### src/rtl/ctbank_pkg.sv
/*
  Constants for the bank-switched counter/timer window: offsets, field positions,
  bank key nibbles and mode codes.
  Assumes an ISA-style byte/word I/O decode already qualified by board select.
*/
package ctbank_pkg;
  localparam logic [3:0] CTB_OFS_ADC_CFG = 4'hb;
  localparam logic [3:0] CTB_OFS_DATA_LO = 4'hc;
  localparam logic [3:0] CTB_OFS_DATA_HI = 4'hd;
  localparam logic [3:0] CTB_OFS_POINTER = 4'he;
  localparam logic [3:0] CTB_OFS_CONTROL = 4'hf;
  localparam int CTB_BANK_BIT = 7;
  localparam logic [3:0] CTB_KEY_IDX_A = 4'hf;
  localparam logic [3:0] CTB_KEY_IDX_B = 4'h5;
  localparam logic [3:0] CTB_KEY_IDX_C = 4'hd;
  localparam logic [3:0] CTB_KEY_CNT_A = 4'h3;
  localparam logic [3:0] CTB_KEY_CNT_B = 4'hb;
  localparam logic [3:0] CTB_KEY_CNT_C = 4'ha;
  localparam logic [7:0] CTB_POINTER_RST = 8'h00;
  localparam logic [7:0] CTB_WORD_STEP = 8'h02;
  localparam logic [7:0] CTB_BYTE_STEP = 8'h01;
  localparam logic [1:0] CTB_SEL_READBACK = 2'h3;
  typedef enum logic [1:0] {
    CTB_ACC_LATCH = 2'h0, CTB_ACC_LOW = 2'h1, CTB_ACC_HIGH = 2'h2, CTB_ACC_BOTH = 2'h3
  } ctb_access_type;
  typedef enum logic [5:0] {
    CTB_MODE_TERM = 6'h01, CTB_MODE_ONESHOT = 6'h02, CTB_MODE_RATE = 6'h04,
    CTB_MODE_SQUARE = 6'h08, CTB_MODE_SSTROBE = 6'h10, CTB_MODE_HSTROBE = 6'h20
  } ctb_mode_type;
endpackage

### src/rtl/ctbank_key.sv
/*
  Bank key sequence detector: watches upper nibbles of ADC configuration writes.
  Assumes one write strobe per bus cycle on the reference clock.
*/
`timescale 1ns/1ps
module ctbank_key
  import ctbank_pkg::*;
(
  // Clock and reset
  input wire logic ref_clk_i,
  input wire logic rst_i,
  // Configuration write
  input wire logic cfg_wr_i,
  input wire logic [3:0] bank_key_nibble_i,
  // Bank
  output logic bank_status_o
);
  logic [1:0] idx_step_r, idx_step_nxt, cnt_step_r, cnt_step_nxt;
  logic bank_r, bank_nxt;

  // ----------------------------------------
  // Sequence tracking
  // ----------------------------------------
  // A wrong nibble restarts, but a repeated first key counts as a fresh start,
  // so F,F,5,D still works as the host driver writes it.
  function automatic logic [1:0] ctb_step(input logic [1:0] st, input logic [3:0] nib,
                                          input logic [3:0] ka, input logic [3:0] kb);
    if (st == 2'h1 && nib == kb) begin
      ctb_step = 2'h2;
    end else if (nib == ka) begin
      ctb_step = 2'h1;
    end else begin
      ctb_step = 2'h0;
    end
  endfunction

  always_comb begin
    idx_step_nxt = idx_step_r;
    cnt_step_nxt = cnt_step_r;
    bank_nxt = bank_r;
    if (cfg_wr_i) begin
      idx_step_nxt = ctb_step(idx_step_r, bank_key_nibble_i, CTB_KEY_IDX_A, CTB_KEY_IDX_B);
      cnt_step_nxt = ctb_step(cnt_step_r, bank_key_nibble_i, CTB_KEY_CNT_A, CTB_KEY_CNT_B);
      if (idx_step_r == 2'h2 && bank_key_nibble_i == CTB_KEY_IDX_C) begin
        bank_nxt = 1'b1;
        idx_step_nxt = 2'h0;
      end
      if (cnt_step_r == 2'h2 && bank_key_nibble_i == CTB_KEY_CNT_C) begin
        bank_nxt = 1'b0;
        cnt_step_nxt = 2'h0;
      end
    end
  end

  always_ff @(posedge ref_clk_i) begin
    if (rst_i) begin
      idx_step_r <= 2'h0;
      cnt_step_r <= 2'h0;
      bank_r <= 1'b0;
    end else begin
      idx_step_r <= idx_step_nxt;
      cnt_step_r <= cnt_step_nxt;
      bank_r <= bank_nxt;
    end
  end

  assign bank_status_o = bank_r;
endmodule

### src/rtl/ctbank_port.sv
/*
  Bank-switched I/O window at offsets 12 to 15: counter data/control bytes in
  bank 0, indexed data port and pointer in bank 1.
  Assumes the host bus is already synchronous to ref_clk_i: one-cycle write and
  read strobes, with word_i marking a 16-bit cycle. The counters and the indexed
  array live outside; this block only decodes and steers.
*/
`timescale 1ns/1ps
module ctbank_port
  import ctbank_pkg::*;
(
  // Clock and reset
  input wire logic ref_clk_i,
  input wire logic rst_i,
  // Host I/O cycle
  input wire logic [3:0] io_addr_i,
  input wire logic io_wr_i,
  input wire logic io_rd_i,
  input wire logic io_word_i,
  input wire logic [15:0] io_wdata_i,
  output logic [15:0] io_rdata_o,
  // Other ADC configuration bits, read back below the bank flag
  input wire logic [6:0] adc_cfg_low_i,
  input wire logic auto_advance_inhibit_i,
  // Counter side
  output logic [2:0] counter_wr_o,
  output logic [2:0] counter_rd_o,
  output logic [7:0] counter_wdata_o,
  input wire logic [7:0] counter0_data_byte_i,
  input wire logic [7:0] counter1_data_byte_i,
  input wire logic [7:0] counter2_data_byte_i,
  output logic counter_ctrl_wr_o,
  output logic [1:0] counter_target_select_o,
  output logic [1:0] counter_access_o,
  output logic [5:0] counter_mode_o,
  output logic counter_decimal_o,
  output logic counter_readback_o,
  // Indexed array side
  output logic array_wr_o,
  output logic array_rd_o,
  output logic [1:0] array_lanes_o,
  output logic [7:0] array_addr_o,
  output logic [15:0] array_wdata_o,
  input wire logic [15:0] array_rdata_i,
  // Bank state
  output logic bank_status_o
);
  logic bank;
  logic in_window;
  logic cfg_wr;
  logic [7:0] ptr_r, ptr_nxt;
  logic [1:0] sel_r, sel_nxt, acc_r, acc_nxt;
  logic [5:0] mode_r, mode_nxt;
  logic dec_r, dec_nxt, rbk_r, rbk_nxt, cwr_r, cwr_nxt;
  logic [15:0] rdata_r, rdata_nxt;
  logic [2:0] cwr_port_r, cwr_port_nxt, crd_port_r, crd_port_nxt;
  logic [7:0] cwdata_r, cwdata_nxt;
  logic awr_r, awr_nxt, ard_r, ard_nxt;
  logic [1:0] lanes_r, lanes_nxt;
  logic [15:0] awdata_r, awdata_nxt;
  logic [7:0] aaddr_r, aaddr_nxt;
  logic data_hit;

  // ----------------------------------------
  // Bank key detector
  // ----------------------------------------
  assign cfg_wr = io_wr_i && io_addr_i == CTB_OFS_ADC_CFG;
  ctbank_key u_key (
    .ref_clk_i(ref_clk_i),
    .rst_i(rst_i),
    .cfg_wr_i(cfg_wr),
    .bank_key_nibble_i(io_wdata_i[7:4]),
    .bank_status_o(bank)
  );

  // ----------------------------------------
  // Decoding helpers
  // ----------------------------------------
  function automatic logic [5:0] ctb_mode(input logic [2:0] m);
    case (m[1:0])
      2'h2: ctb_mode = CTB_MODE_RATE;
      2'h3: ctb_mode = CTB_MODE_SQUARE;
      2'h0: ctb_mode = m[2] ? CTB_MODE_SSTROBE : CTB_MODE_TERM;
      default: ctb_mode = m[2] ? CTB_MODE_HSTROBE : CTB_MODE_ONESHOT;
    endcase
  endfunction

  // Only offsets 12..15 see the bank; everything else passes unchanged.
  assign in_window = io_addr_i[3:2] == CTB_OFS_DATA_LO[3:2];
  assign data_hit = bank && io_addr_i == CTB_OFS_DATA_LO;

  // ----------------------------------------
  // Access steering
  // ----------------------------------------
  always_comb begin
    ptr_nxt = ptr_r;
    sel_nxt = sel_r;
    acc_nxt = acc_r;
    mode_nxt = mode_r;
    dec_nxt = dec_r;
    rbk_nxt = 1'b0;
    cwr_nxt = 1'b0;
    rdata_nxt = rdata_r;
    cwr_port_nxt = 3'h0;
    crd_port_nxt = 3'h0;
    cwdata_nxt = cwdata_r;
    awr_nxt = 1'b0;
    ard_nxt = 1'b0;
    lanes_nxt = lanes_r;
    awdata_nxt = awdata_r;
    aaddr_nxt = aaddr_r;
    if (io_rd_i && io_addr_i == CTB_OFS_ADC_CFG) begin
      rdata_nxt = {8'h00, bank, adc_cfg_low_i};
    end
    if ((io_wr_i || io_rd_i) && in_window) begin
      if (!bank) begin
        // Counter bank: 12..14 data bytes, 15 control byte
        if (io_addr_i == CTB_OFS_CONTROL) begin
          if (io_wr_i) begin
            sel_nxt = io_wdata_i[7:6];
            acc_nxt = io_wdata_i[5:4];
            mode_nxt = ctb_mode(io_wdata_i[3:1]);
            dec_nxt = io_wdata_i[0];
            rbk_nxt = io_wdata_i[7:6] == CTB_SEL_READBACK;
            cwr_nxt = 1'b1;
          end
        end else begin
          cwdata_nxt = io_wdata_i[7:0];
          cwr_port_nxt[io_addr_i[1:0]] = io_wr_i;
          crd_port_nxt[io_addr_i[1:0]] = io_rd_i;
          if (io_rd_i) begin
            case (io_addr_i[1:0])
              2'h0: rdata_nxt = {8'h00, counter0_data_byte_i};
              2'h1: rdata_nxt = {8'h00, counter1_data_byte_i};
              default: rdata_nxt = {8'h00, counter2_data_byte_i};
            endcase
          end
        end
      end else if (io_addr_i == CTB_OFS_POINTER) begin
        if (io_wr_i) begin
          ptr_nxt = io_wdata_i[7:0];
        end
        if (io_rd_i) begin
          rdata_nxt = {8'h00, ptr_r};
        end
      end else if (data_hit || io_addr_i == CTB_OFS_DATA_HI) begin
        // Indexed array replaces the counter bytes
        awr_nxt = io_wr_i;
        ard_nxt = io_rd_i;
        aaddr_nxt = ptr_r;
        if (io_word_i && data_hit) begin
          lanes_nxt = 2'h3;
          awdata_nxt = io_wdata_i;
          if (io_rd_i) begin
            rdata_nxt = array_rdata_i;
          end
          if (!auto_advance_inhibit_i) begin
            ptr_nxt = ptr_r + CTB_WORD_STEP;
          end
        end else begin
          lanes_nxt = data_hit ? 2'h1 : 2'h2;
          awdata_nxt = {io_wdata_i[7:0], io_wdata_i[7:0]};
          if (io_rd_i) begin
            rdata_nxt = {8'h00, data_hit ? array_rdata_i[7:0] : array_rdata_i[15:8]};
          end
          if (!auto_advance_inhibit_i) begin
            ptr_nxt = ptr_r + CTB_BYTE_STEP;
          end
        end
      end
    end
  end

  always_ff @(posedge ref_clk_i) begin
    if (rst_i) begin
      ptr_r <= CTB_POINTER_RST;
      sel_r <= 2'h0;
      acc_r <= 2'h0;
      mode_r <= CTB_MODE_TERM;
      dec_r <= 1'b0;
      rbk_r <= 1'b0;
      cwr_r <= 1'b0;
      rdata_r <= 16'h0000;
      cwr_port_r <= 3'h0;
      crd_port_r <= 3'h0;
      cwdata_r <= 8'h00;
      awr_r <= 1'b0;
      ard_r <= 1'b0;
      lanes_r <= 2'h0;
      awdata_r <= 16'h0000;
      aaddr_r <= 8'h00;
    end else begin
      ptr_r <= ptr_nxt;
      sel_r <= sel_nxt;
      acc_r <= acc_nxt;
      mode_r <= mode_nxt;
      dec_r <= dec_nxt;
      rbk_r <= rbk_nxt;
      cwr_r <= cwr_nxt;
      rdata_r <= rdata_nxt;
      cwr_port_r <= cwr_port_nxt;
      crd_port_r <= crd_port_nxt;
      cwdata_r <= cwdata_nxt;
      awr_r <= awr_nxt;
      ard_r <= ard_nxt;
      lanes_r <= lanes_nxt;
      awdata_r <= awdata_nxt;
      aaddr_r <= aaddr_nxt;
    end
  end

  // ----------------------------------------
  // Outputs
  // ----------------------------------------
  assign io_rdata_o = rdata_r;
  assign counter_wr_o = cwr_port_r;
  assign counter_rd_o = crd_port_r;
  assign counter_wdata_o = cwdata_r;
  assign counter_ctrl_wr_o = cwr_r;
  assign counter_target_select_o = sel_r;
  assign counter_access_o = acc_r;
  assign counter_mode_o = mode_r;
  assign counter_decimal_o = dec_r;
  assign counter_readback_o = rbk_r;
  assign array_wr_o = awr_r;
  assign array_rd_o = ard_r;
  assign array_lanes_o = lanes_r;
  assign array_addr_o = aaddr_r;
  assign array_wdata_o = awdata_r;
  assign bank_status_o = bank;
endmodule

### config.mk
export PLATFORM = sky130hd
export DESIGN_NAME = ctbank_port
export DESIGN_NICKNAME = d
export VERILOG_FILES = /design/src/rtl/ctbank_pkg.sv /design/src/rtl/ctbank_key.sv /design/src/rtl/ctbank_port.sv
export SDC_FILE = /design/constraint.sdc
export NUM_CORES = 1
export LEC_CHECK = 0
export BUFFER_PORTS_ARGS = -buffer_cell sky130_fd_sc_hd__buf_2
export CORE_MARGIN = 5
export CORE_UTILIZATION = 46
export CTS_CLUSTER_SIZE = 16
export DETAILED_ROUTE_END_ITERATION = 7
export GPL_TIMING_DRIVEN = 0
export PLACE_DENSITY = 0.77
export SLEW_MARGIN = 10
export SYNTH_ARGS = -nofsm -noshare
export SYNTH_HDL_FRONTEND = slang
export SYNTH_HIERARCHICAL = 1
export SYNTH_SLANG_ARGS = --single-unit
### constraint.sdc
create_clock -name ref_clk_i -period 1.56 [get_ports ref_clk_i]
set_input_delay 0.234 -clock ref_clk_i [delete_from_list [all_inputs] [get_ports ref_clk_i]]
set_output_delay 0.234 -clock ref_clk_i [all_outputs]
set_load 0.02 [all_outputs]
# Word-level counts from Yosys, hierarchy flattened
# Index checks and enable logic that the tools add are counted.
# op_classes
addsub	2
magnitude_cmp	2
eq_ne	22
n_mux	36
bitwise	8
n_reduce_logical	25
# ops
cell	count
16-bit two-way mux	12
8-bit two-way mux	7
4-bit equality test (second input constant)	9
6-bit one-hot mux with 3 select lines	1
8-bit one-hot mux with 2 select lines	1
2-bit equality test (second input constant)	6
2-bit two-way mux	6
1-bit logical AND	10
5-bit OR reduction	2
8-bit by 1-bit adder with 8-bit output (second input constant)	1
8-bit by 2-bit adder with 8-bit output (second input constant)	1
4-bit AND reduction	2
4-bit OR reduction	2
3-bit AND	2
2-bit by 1-bit equality test with 1-bit output (second input constant)	3
1-bit two-way mux	6
6-bit two-way mux	1
1-bit inverter	6
5-bit two-way mux	1
5-bit AND reduction	1
4-bit by 2-bit equality test with 1-bit output (second input constant)	1
4-bit by 3-bit equality test with 1-bit output (second input constant)	1
2-bit zero test	2
2-bit nonzero test	2
8 further kinds	9
# totals
register_bits	84
inputBits	73
out_inout_bits	72

# Logic depth before layout (Yosys ltp)
# Gate-level depths: netlist of run 1.
# depth
word_depth	9
mapped_depth	8
depth_no_buf	6

# Hierarchy
# The synthesis of run 1 kept the hierarchy.
# modules_own_cells
module	instances	cells_per_inst	area_each_um2	seq_area_each_um2
ctbank_port	1	486	3985.1	1581.5
ctbank_key	1	26	226.5	100.1

# Worst setup path before layout of run 1
# No wires, ideal clock.
# synth_timing
path_type	register to register
startpoint	reg u_key.bank_r, in the netlist u_key/bank_status_o
endpoint	reg (tool-made name)
arrival_ps	1694
t_required_ps	1481
slack_ps	-214
path_stages_with_launch	7
period_less_slack_ps	1774
cell_sequence	dfxtp_1 nand3_4 or4_1 buf_2 buf_6 o211a_1 a211oi_2
# synth_rtl
item	line_no	source
start, declared	ctbank_key.sv:19	logic bank_r, bank_nxt;
start signal, assigned	ctbank_key.sv:63	bank_r <= bank_nxt;

==> results of run 1 <==
## layer usage
layer | up-vias | track usage | wire length, microns
met5 | - | 0 | 0
met4 | 0 | 0.0694 | 248
met3 | 24 | 0.0508 | 1100
met2 | 191 | 0.414 | 7000
met1 | 2119 | 0.293 | 5630
li1 | 2154 | - | -
## final cells by class
| cell class | instances | area (sq um) | share of cell area |
|---|---|---|---|
| Multi-Input combinational cell | 385 | 2500 | 0.441 |
| Sequential cell | 84 | 1690 | 0.298 |
| Timing Repair Buffer | 153 | 848 | 0.150 |
| Buffer | 39 | 287 | 0.0505 |
| Tap cell | 111 | 139 | 0.0245 |
| Clock buffer | 10 | 128 | 0.0225 |
| Clock inverter | 6 | 68.8 | 0.0121 |
| Inverter | 3 | 11.3 | 0.00199 |
## worst reg2reg max path: cells and delay by family (launching register included)
family,cells,cell delay [ns]
flops,1,0.39
compound gates,2,0.32
buf+inv,2,0.28
simple gates,2,0.59
## power groups by stage
stage	Clock (mW)	Sequential, mW	Combinational [mW]
after floorplan	0	2.25	0.224
after global placement	0	2.22	0.440
after detailed placement	0	2.22	0.447
after CTS	1.61	2.17	0.457
after global routing	1.70	2.17	0.517
final	1.60	2.17	0.482
## placed cells by master, fill, tap and decap left out, types with 4 or more instances in the layout
cell type / count
buf_4: 13
nor4_4: 4
a311oi_1: 9
a21oi_1: 36
o21ai_0: 16
a21oi_2: 8
nor3_1: 8
dfxtp_1: 81
nand3_1: 12
a211oi_2: 8
clkbuf_1: 13
nand2b_1: 4
buf_6: 11
buf_8: 4
a22oi_1: 17
nor2_1: 45
nor3_2: 4
nand2_1: 105
buf_2: 144
clkbuf_8: 10
o211a_1: 7
mux2_2: 7
a21o_1: 4
mux2i_1: 16
## repair_timing
item,in CTS,in global routing
endpoints found under the hold margin,0,0
endpoints found under the setup margin,71,74
pin swaps,6,7
gates resized for setup,30,46
cloned,1,2
setup buffers,7,5
## kinds of logic after synthesis
kind of cell / after synthesis / synth area share
flip-flops: 84 / 0.399
AND/OR/NAND/NOR: 232 / 0.268
AO/OA/AOI/OAI: 126 / 0.213
multiplexers: 23 / 0.0567
buffers and inverters: 43 / 0.0529
XOR/XNOR: 2 / 0.00416
adder cells (fa/ha/maj): 2 / 0.00594
## path summary, 6_finish.rpt
check	start	endpoint	slack, ns	cells after the start
setup reg to reg	u_key/bank_status_o	register	-0.11	6
hold / removal	io_wdata_i[9]	array_wdata_o[9]	0.13	3
hold reg to reg	counter_mode_o[3]	counter_mode_o[3]	0.45	2
setup / recovery	u_key/bank_status_o	register	-0.11	6
## per-stage QoR
stage / util / power (mW)
floorplan: - / 2.47
global placement: 0.559 / 2.66
detailed placement: 0.559 / 2.67
CTS: 0.598 / 4.24
global route: 0.626 / 4.39
finish: 0.626 / 4.25
==> results.json, run 1 <==
{
  "outcome": "finished with violations",
  "violations": "negative setup slack",
  "grt_pass1_vias": 4312,
  "yosysTopAreaCellShare": 0.399,
  "dp.cells": 761,
  "firstDrtPassIters": 6,
  "ys_top_cells_by_area": "dfxtp_1 (40%), nand2_1 (9.4%), a21oi_1 (5.2%)",
  "worstPathArrival_ns": 1.94,
  "synth.cell_area_sq_um": 4210,
  "grt_max_degree": 16,
  "p_sw_frac": 0.271,
  "cts_tree": "done",
  "whs_ns": 0.130,
  "floorplan.io_pins": 145,
  "fin_crit_sh": 1.07,
  "nets": 750,
  "fin_crit_ns": 1.67,
  "finClkSkew_ns": 0.00572,
  "synth_most_common_cell": "nand2_1",
  "worstSetupPathType": "reg -> reg",
  "path_common_cell": "buf_6",
  "worst-path-buf-inv": 2,
  "layout.cells.non_filler": 791,
  "antenna_cells": 0,
  "finalSetupTns_ns": -1.39,
  "synth_ff_type": "dfxtp_1",
  "ys_ff_latch": 84,
  "dpl-instance-area_sq_um": 5070,
  "synth_common_cells": "nand2_1 (106), dfxtp_1 (84), nor2_1 (48)",
  "yosysSeqAreaShare": 0.399,
  "synth-edff-count": 0,
  "cp_top_family": "simple AND/OR/NAND/NOR gates",
  "areaGrowthSynthToFinish_pct": 34.7,
  "chipHeight_microns": 106,
  "initial_core_util": 0.465,
  "place_congestion": 0.903,
  "grt_pass1_wl_microns": 21500,
  "synth_async_sr_flop_share": 0,
  "portBuffers": 138,
  "p_int_mw": 3.10,
  "seq_power_share": 0.511,
  "power_switching_mw": 1.15,
  "clkTransAtPathRegs_ns": 0.09,
  "cts_buffers": 9,
  "cpPeakStageDelay_ns": 0.52,
  "start_kind": "register",
  "drive_gt1_frac": 0.378,
  "syn_nets": 587,
  "timing.fmax_mhz": 599,
  "clockBufferDepth": 2,
  "crit_required_ns": 1.84,
  "die_w_microns": 106,
  "p_per_area_nw_per_um2": 749,
  "cts_sinks": 84,
  "path_max_fanout": 10,
  "drc": 0,
  "maxSlewViolCount": 0,
  "power.leakage_nw": 2.40,
  "antenna_found_initial": 0,
  "n_fill_cell": 788,
  "grt_usage": 0.237,
  "clk_latency_ns": 0.36,
  "slowest_stage": "or4_4",
  "root_buffer": "clkbuf_8",
  "ys_types": 60,
  "hp-class": "in -> reg",
  "setup_ws_ns": -0.109,
  "end_kind": "register",
  "overflow": 0,
  "report.final.hold_viol_count": 0,
  "slew_headroom": 0.513,
  "grt_setup_unrepaired": "true",
  "avgRoutedWirePerCell_microns": 17.7,
  "cts.htree.levels": 3,
  "vias": 4488,
  "crit_chain": "nand3_4 > or4_4 > buf_6 > buf_6 > o211a_1 > a211oi_2",
  "antenna_left": 0,
  "dr.first_iter.drc_count": 237,
  "worstMarginPinSlew_ns": 0.731,
  "clkPwrFrac": 0.376,
  "post_drt_via_cell_ratio": 5.67,
  "ys_warn_count": 6,
  "ctsHoldBuffers": 0,
  "syn_avg_cell_area_sq_um": 8.23,
  "max-cap-violations": 0,
  "syn_inst": 512,
  "core_sq_um": 9060,
  "dpl.hpwl_microns": 10200,
  "synth_area_leader_cell": "dfxtp_1",
  "vdd_drop_max_mv": 0.461,
  "stdcell_area_sq_um": 5670,
  "routed_wl_microns": 14000,
  "rows": 35,
  "comb_power_share": 0.113,
  "pre_cts_slack_ns": -0.522,
  "die_area_sq_um": 11200,
  "finalSetupViolations": 26
}
Power figures use the tool's default switching activity.
==> run 2, diff against run 1 <==
Settings changed: BUFFER_PORTS_ARGS -buffer_cell sky130_fd_sc_hd__buf_2 to -buffer_cell sky130_fd_sc_hd__clkbuf_2.
==> results.json, run 2 (same netlist as run 1, synthesis figures left out) <==
{
  "chipHeight_microns": 106,
  "grt_setup_unrepaired": "true",
  "crit_required_ns": 1.79,
  "grt_pass1_wl_microns": 22100,
  "dpl-instance-area_sq_um": 5070,
  "clk_latency_ns": 0.37,
  "worstPathArrival_ns": 1.88,
  "drc": 0,
  "dr.first_iter.drc_count": 351,
  "cp_top_family": "simple AND/OR/NAND/NOR gates",
  "antenna_left": 0,
  "stdcell_area_sq_um": 6010,
  "grtUsageMet1": 0.307,
  "mostFrequentLayoutCell": "clkbuf_2",
  "dpl.hpwl_microns": 10100,
  "areaGrowthSynthToFinish_pct": 42.8,
  "n_fill_cell": 712,
  "power_mw": 4.52,
  "end_kind": "register",
  "grt_max_degree": 16,
  "grt_usage": 0.246,
  "layout_common_cells": "clkbuf_2 (141), nand2_1 (89), dfxtp_1 (81), nor2_1 (41), a21oi_1 (31)",
  "slowest_stage": "or4_4",
  "root_buffer": "clkbuf_8",
  "p_per_area_nw_per_um2": 752,
  "avgRoutedWirePerCell_microns": 18.6,
  "grt_busiest_layer": "met2",
  "ff2ff_setup_slack_ns": -0.09,
  "worstSetupPathType": "reg -> reg",
  "nets": 762,
  "outcome": "finished with violations",
  "cpPeakStageDelay_ns": 0.56,
  "post_drt_via_cell_ratio": 5.85,
  "worst-path-buf-inv": 3,
  "cts.htree.levels": 3,
  "cts_buffers": 9,
  "portBuffers": 138,
  "antenna_cells": 0,
  "worstMarginPinSlew_ns": 0.769,
  "antenna_found_initial": 0,
  "clkPwrFrac": 0.401,
  "path_common_cell": "buf_8",
  "firstDrtPassIters": 5,
  "slew_headroom": 0.488,
  "layout.cells.non_filler": 803,
  "die_w_microns": 106,
  "comb_power_share": 0.119,
  "place_congestion": 0.925,
  "vdd_drop_max_mv": 0.532,
  "cts_tree": "done",
  "grt_pass1_vias": 4442,
  "setup_ws_ns": -0.0919,
  "p_sw_frac": 0.265,
  "floorplan.io_pins": 145,
  "dp.cells": 761,
  "ctsHoldBuffers": 0,
  "overflow": 0,
  "power_switching_mw": 1.20,
  "rows": 35,
  "vias": 4695,
  "path_max_fanout": 5,
  "routed_wl_microns": 14900,
  "violations": "negative setup slack",
  "initial_core_util": 0.465,
  "die_area_sq_um": 11200,
  "core_sq_um": 9060,
  "p_int_mw": 3.33,
  "timing.fmax_mhz": 605,
  "clkTransAtPathRegs_ns": 0.10,
  "grt_util_met3": 0.0496,
  "hp-class": "in -> reg",
  "clockBufferDepth": 2,
  "fin_crit_ns": 1.65,
  "grt_use_met2": 0.417,
  "finalSetupViolations": 26,
  "power.leakage_nw": 2.51,
  "seq_power_share": 0.481,
  "drive_gt1_frac": 0.444,
  "finClkSkew_ns": 0.0164,
  "maxSlewViolCount": 0,
  "max-cap-violations": 0,
  "report.final.hold_viol_count": 0,
  "start_kind": "register",
  "cts_sinks": 84,
  "fin_crit_sh": 1.06,
  "finalSetupTns_ns": -1.40,
  "crit_chain": "buf_8 > buf_8 > or4_4 > clkbuf_16 > nand2_4 > a21oi_2"
}
[run 2: timing repair]
action	4_1_cts	5_1_grt
setup endpoints to repair	71	74
gates cloned	0	4
setup buffers	15	9
gates resized for setup	46	89
pin swaps	15	33
[run 2: per-stage QoR]
step / utilization / setup slack, ns / hold WS, ns
3_3_place_gp: 0.559 / -0.501 / 0.443
3_5_place_dp: 0.559 / -0.570 / 0.446
4_1_cts: 0.617 / -0.0804 / 0.114
2_1_floorplan: - / -0.0468 / 0.296
6_report: 0.663 / -0.0919 / 0.108
5_1_grt: 0.663 / -0.156 / 0.125
[run 2: worst paths after layout]
check,from,to,cells after the start
worst max-delay path,u_key/bank_status_o,counter_wdata_o[4],6
worst min register to register,counter_target_select_o[0],counter_target_select_o[0],2
worst max register to register,u_key/bank_status_o,counter_wdata_o[4],6
worst min-delay path,io_wdata_i[8],array_wdata_o[8],3
[run 2: layout make-up]
type,count,area (sq um),area share
Tap cell,111,139,0.0231
Multi-Input combinational cell,385,2690,0.448
Buffer,38,279,0.0464
Clock inverter,6,91.3,0.0152
Timing Repair Buffer,166,973,0.162
Sequential cell,84,1690,0.281
Clock buffer,10,138,0.0229
Inverter,3,11.3,0.00187
[run 2: power by group through the flow]
| stage | Combinational (mW) | Clock (mW) | Sequential (mW) |
|---|---|---|---|
| floorplan | 0.224 | 0 | 2.25 |
| global placement | 0.439 | 0 | 2.22 |
| detailed placement | 0.446 | 0 | 2.22 |
| CTS | 0.477 | 1.80 | 2.17 |
| global route | 0.573 | 1.92 | 2.18 |
| finish | 0.537 | 1.81 | 2.17 |
[run 2: worst reg2reg max path: stages, from the launching register on]
cell and delay (ns):
dfxtp_4 0.38, buf_8 0.14, buf_8 0.13, or4_4 0.56, clkbuf_16 0.20, nand2_4 0.06, a21oi_2 0.04
[run 2: per-layer routing]
| metal | share of wire | vias up |
|---|---|---|
| li1 | - | 2182 |
| met1 | 0.39 | 2239 |
| met2 | 0.50 | 238 |
| met3 | 0.083 | 36 |
| met4 | 0.026 | 0 |
| met5 | 0 | - |
==> run 3, diff against run 2 <==
Settings changed: MAX_ROUTING_LAYER set to met4.
==> results.json, run 3 (same netlist as run 1, synthesis figures left out) <==
{
  "outcome": "finished with violations",
  "violations": "negative setup slack",
  "antenna_left": 0,
  "grt_max_degree": 18,
  "slew_headroom": 0.545,
  "holdPathStages": 3,
  "drive_gt1_frac": 0.409,
  "overflow": 0,
  "crit_required_ns": 1.86,
  "clkTransAtPathRegs_ns": 0.10,
  "finClkSkew_ns": 0.00874,
  "antenna_found_initial": 0,
  "post_drt_via_cell_ratio": 5.75,
  "r2r_start": "u_key/bank_status_o",
  "worstSetupPathType": "reg -> reg",
  "start_kind": "register",
  "report.final.hold_viol_count": 0,
  "grt_setup_unrepaired": "true",
  "areaGrowthSynthToFinish_pct": 39.2,
  "fin_crit_sh": 1.06,
  "finalSetupViolations": 39,
  "ff2ff_setup_slack_ns": -0.10,
  "mostFrequentLayoutCell": "clkbuf_2",
  "ff2ff_path_depth": 7,
  "cts_sinks": 84,
  "dr.first_iter.drc_count": 376,
  "cts_tree": "done",
  "antenna_cells": 0,
  "die_area_sq_um": 11200,
  "worstPathArrival_ns": 1.96,
  "portBuffers": 138,
  "layout.cells.non_filler": 803,
  "layout_common_cells": "clkbuf_2 (139), nand2_1 (101), dfxtp_1 (81), nor2_1 (44), a21oi_1 (36)",
  "end_kind": "register",
  "clk_latency_ns": 0.38,
  "place_congestion": 0.914,
  "whs_ns": 0.0997,
  "setup_ws_ns": -0.100,
  "core_sq_um": 9060,
  "cts.htree.levels": 3,
  "min_from": "io_wdata_i[15]",
  "nets": 762,
  "dp.cells": 761,
  "firstDrtPassIters": 5,
  "grt_pass1_wl_microns": 22000,
  "cts_buffers": 9,
  "fin_crit_ns": 1.66,
  "floorplan.io_pins": 145,
  "routed_wl_microns": 14500,
  "maxSlewViolCount": 0,
  "die_w_microns": 106,
  "holdPathEnd": "array_wdata_o[15]",
  "grt_pass1_vias": 4442,
  "dpl.hpwl_microns": 10100,
  "power.leakage_nw": 2.41,
  "power_mw": 4.20,
  "finalSetupTns_ns": -1.44,
  "timing.fmax_mhz": 602,
  "vdd_drop_max_mv": 0.499,
  "ctsHoldBuffers": 0,
  "vias": 4619,
  "n_fill_cell": 756,
  "p_per_area_nw_per_um2": 717,
  "max-cap-violations": 0,
  "drc": 0,
  "chipHeight_microns": 106,
  "root_buffer": "clkbuf_8",
  "grt_usage": 0.252,
  "rows": 35,
  "hp-class": "in -> reg",
  "avgRoutedWirePerCell_microns": 18.1,
  "initial_core_util": 0.465,
  "clockBufferDepth": 2,
  "worstMarginPinSlew_ns": 0.683,
  "cp-startpoint": "u_key/bank_status_o",
  "path_max_fanout": 7
}
==> run 3: cell types whose count changed in the layout (fill, tap and decap cells not counted), sizes merged <==
cell      delta
bufinv       -2
buf          +3
inv          +2
clkinvlp     +1
clkbuf       -4
==> run 3: routing by layer <==
layer  wire, microns  global-route usage  vias to the layer above
met1            5790               0.296                     2178
met5               0                   -                        -
li1                -                   -                     2172
met4             349               0.105                        0
met2            7240               0.417                      235
met3            1140              0.0576                       34
==> run 3: worst max-delay path, stage by stage, from the launching register on <==
cell      delay [ns]
dfxtp_4         0.38
buf_8           0.14
nor2_1          0.22
nor3_2          0.12
o41ai_4         0.25
buf_6           0.18
nand2_1         0.08
a211oi_2        0.20
==> run 3: per-stage QoR <==
stage	util	cell area (sq um)	setup slack, ns
6_report	0.647	5860	-0.100
5_1_grt	0.647	5860	-0.188
4_1_cts	0.615	5570	-0.123
3_5_place_dp	0.559	5070	-0.515
3_3_place_gp	0.559	5070	-0.508
2_1_floorplan	-	4240	-0.0468
==> run 3: area by class of cell <==
class	count	area, sq um	area share
multi-input cells	385	2580	0.441
repair buffers	167	970	0.165
well taps	111	139	0.0237
inverters	3	13.8	0.00235
clock buffers	9	124	0.0211
plain buffers	37	282	0.0480
clock inverters	7	63.8	0.0109
flip-flops and latches	84	1690	0.288
==> run 3: how the worst max path moves through the flow <==
stage | to | slack [ns] | cells past startpoint
final | register | -0.10 | 7
after global routing | ptr_r[1] | -0.19 | 7
after CTS | register | -0.12 | 7
after detailed placement | array_addr_o[2] | -0.51 | 7
after global placement | array_addr_o[2] | -0.51 | 7
after floorplan | register | -0.05 | 6
==> run 3: what timing repair did <==
action,in CTS,in global routing
cloned,0,3
resized for setup,47,56
buffers inserted,15,11
pin swaps,14,23
endpoints found under the setup margin,71,65
==> run 3: where the power goes <==
| group | leakage, nW | switching, mW | internal, mW |
|---|---|---|---|
| registers | 0.680 | 0.0121 | 2.16 |
| logic | 1.64 | 0.310 | 0.190 |
| clock network | 0.0907 | 0.911 | 0.617 |
| total | 2.41 | 1.23 | 2.97 |
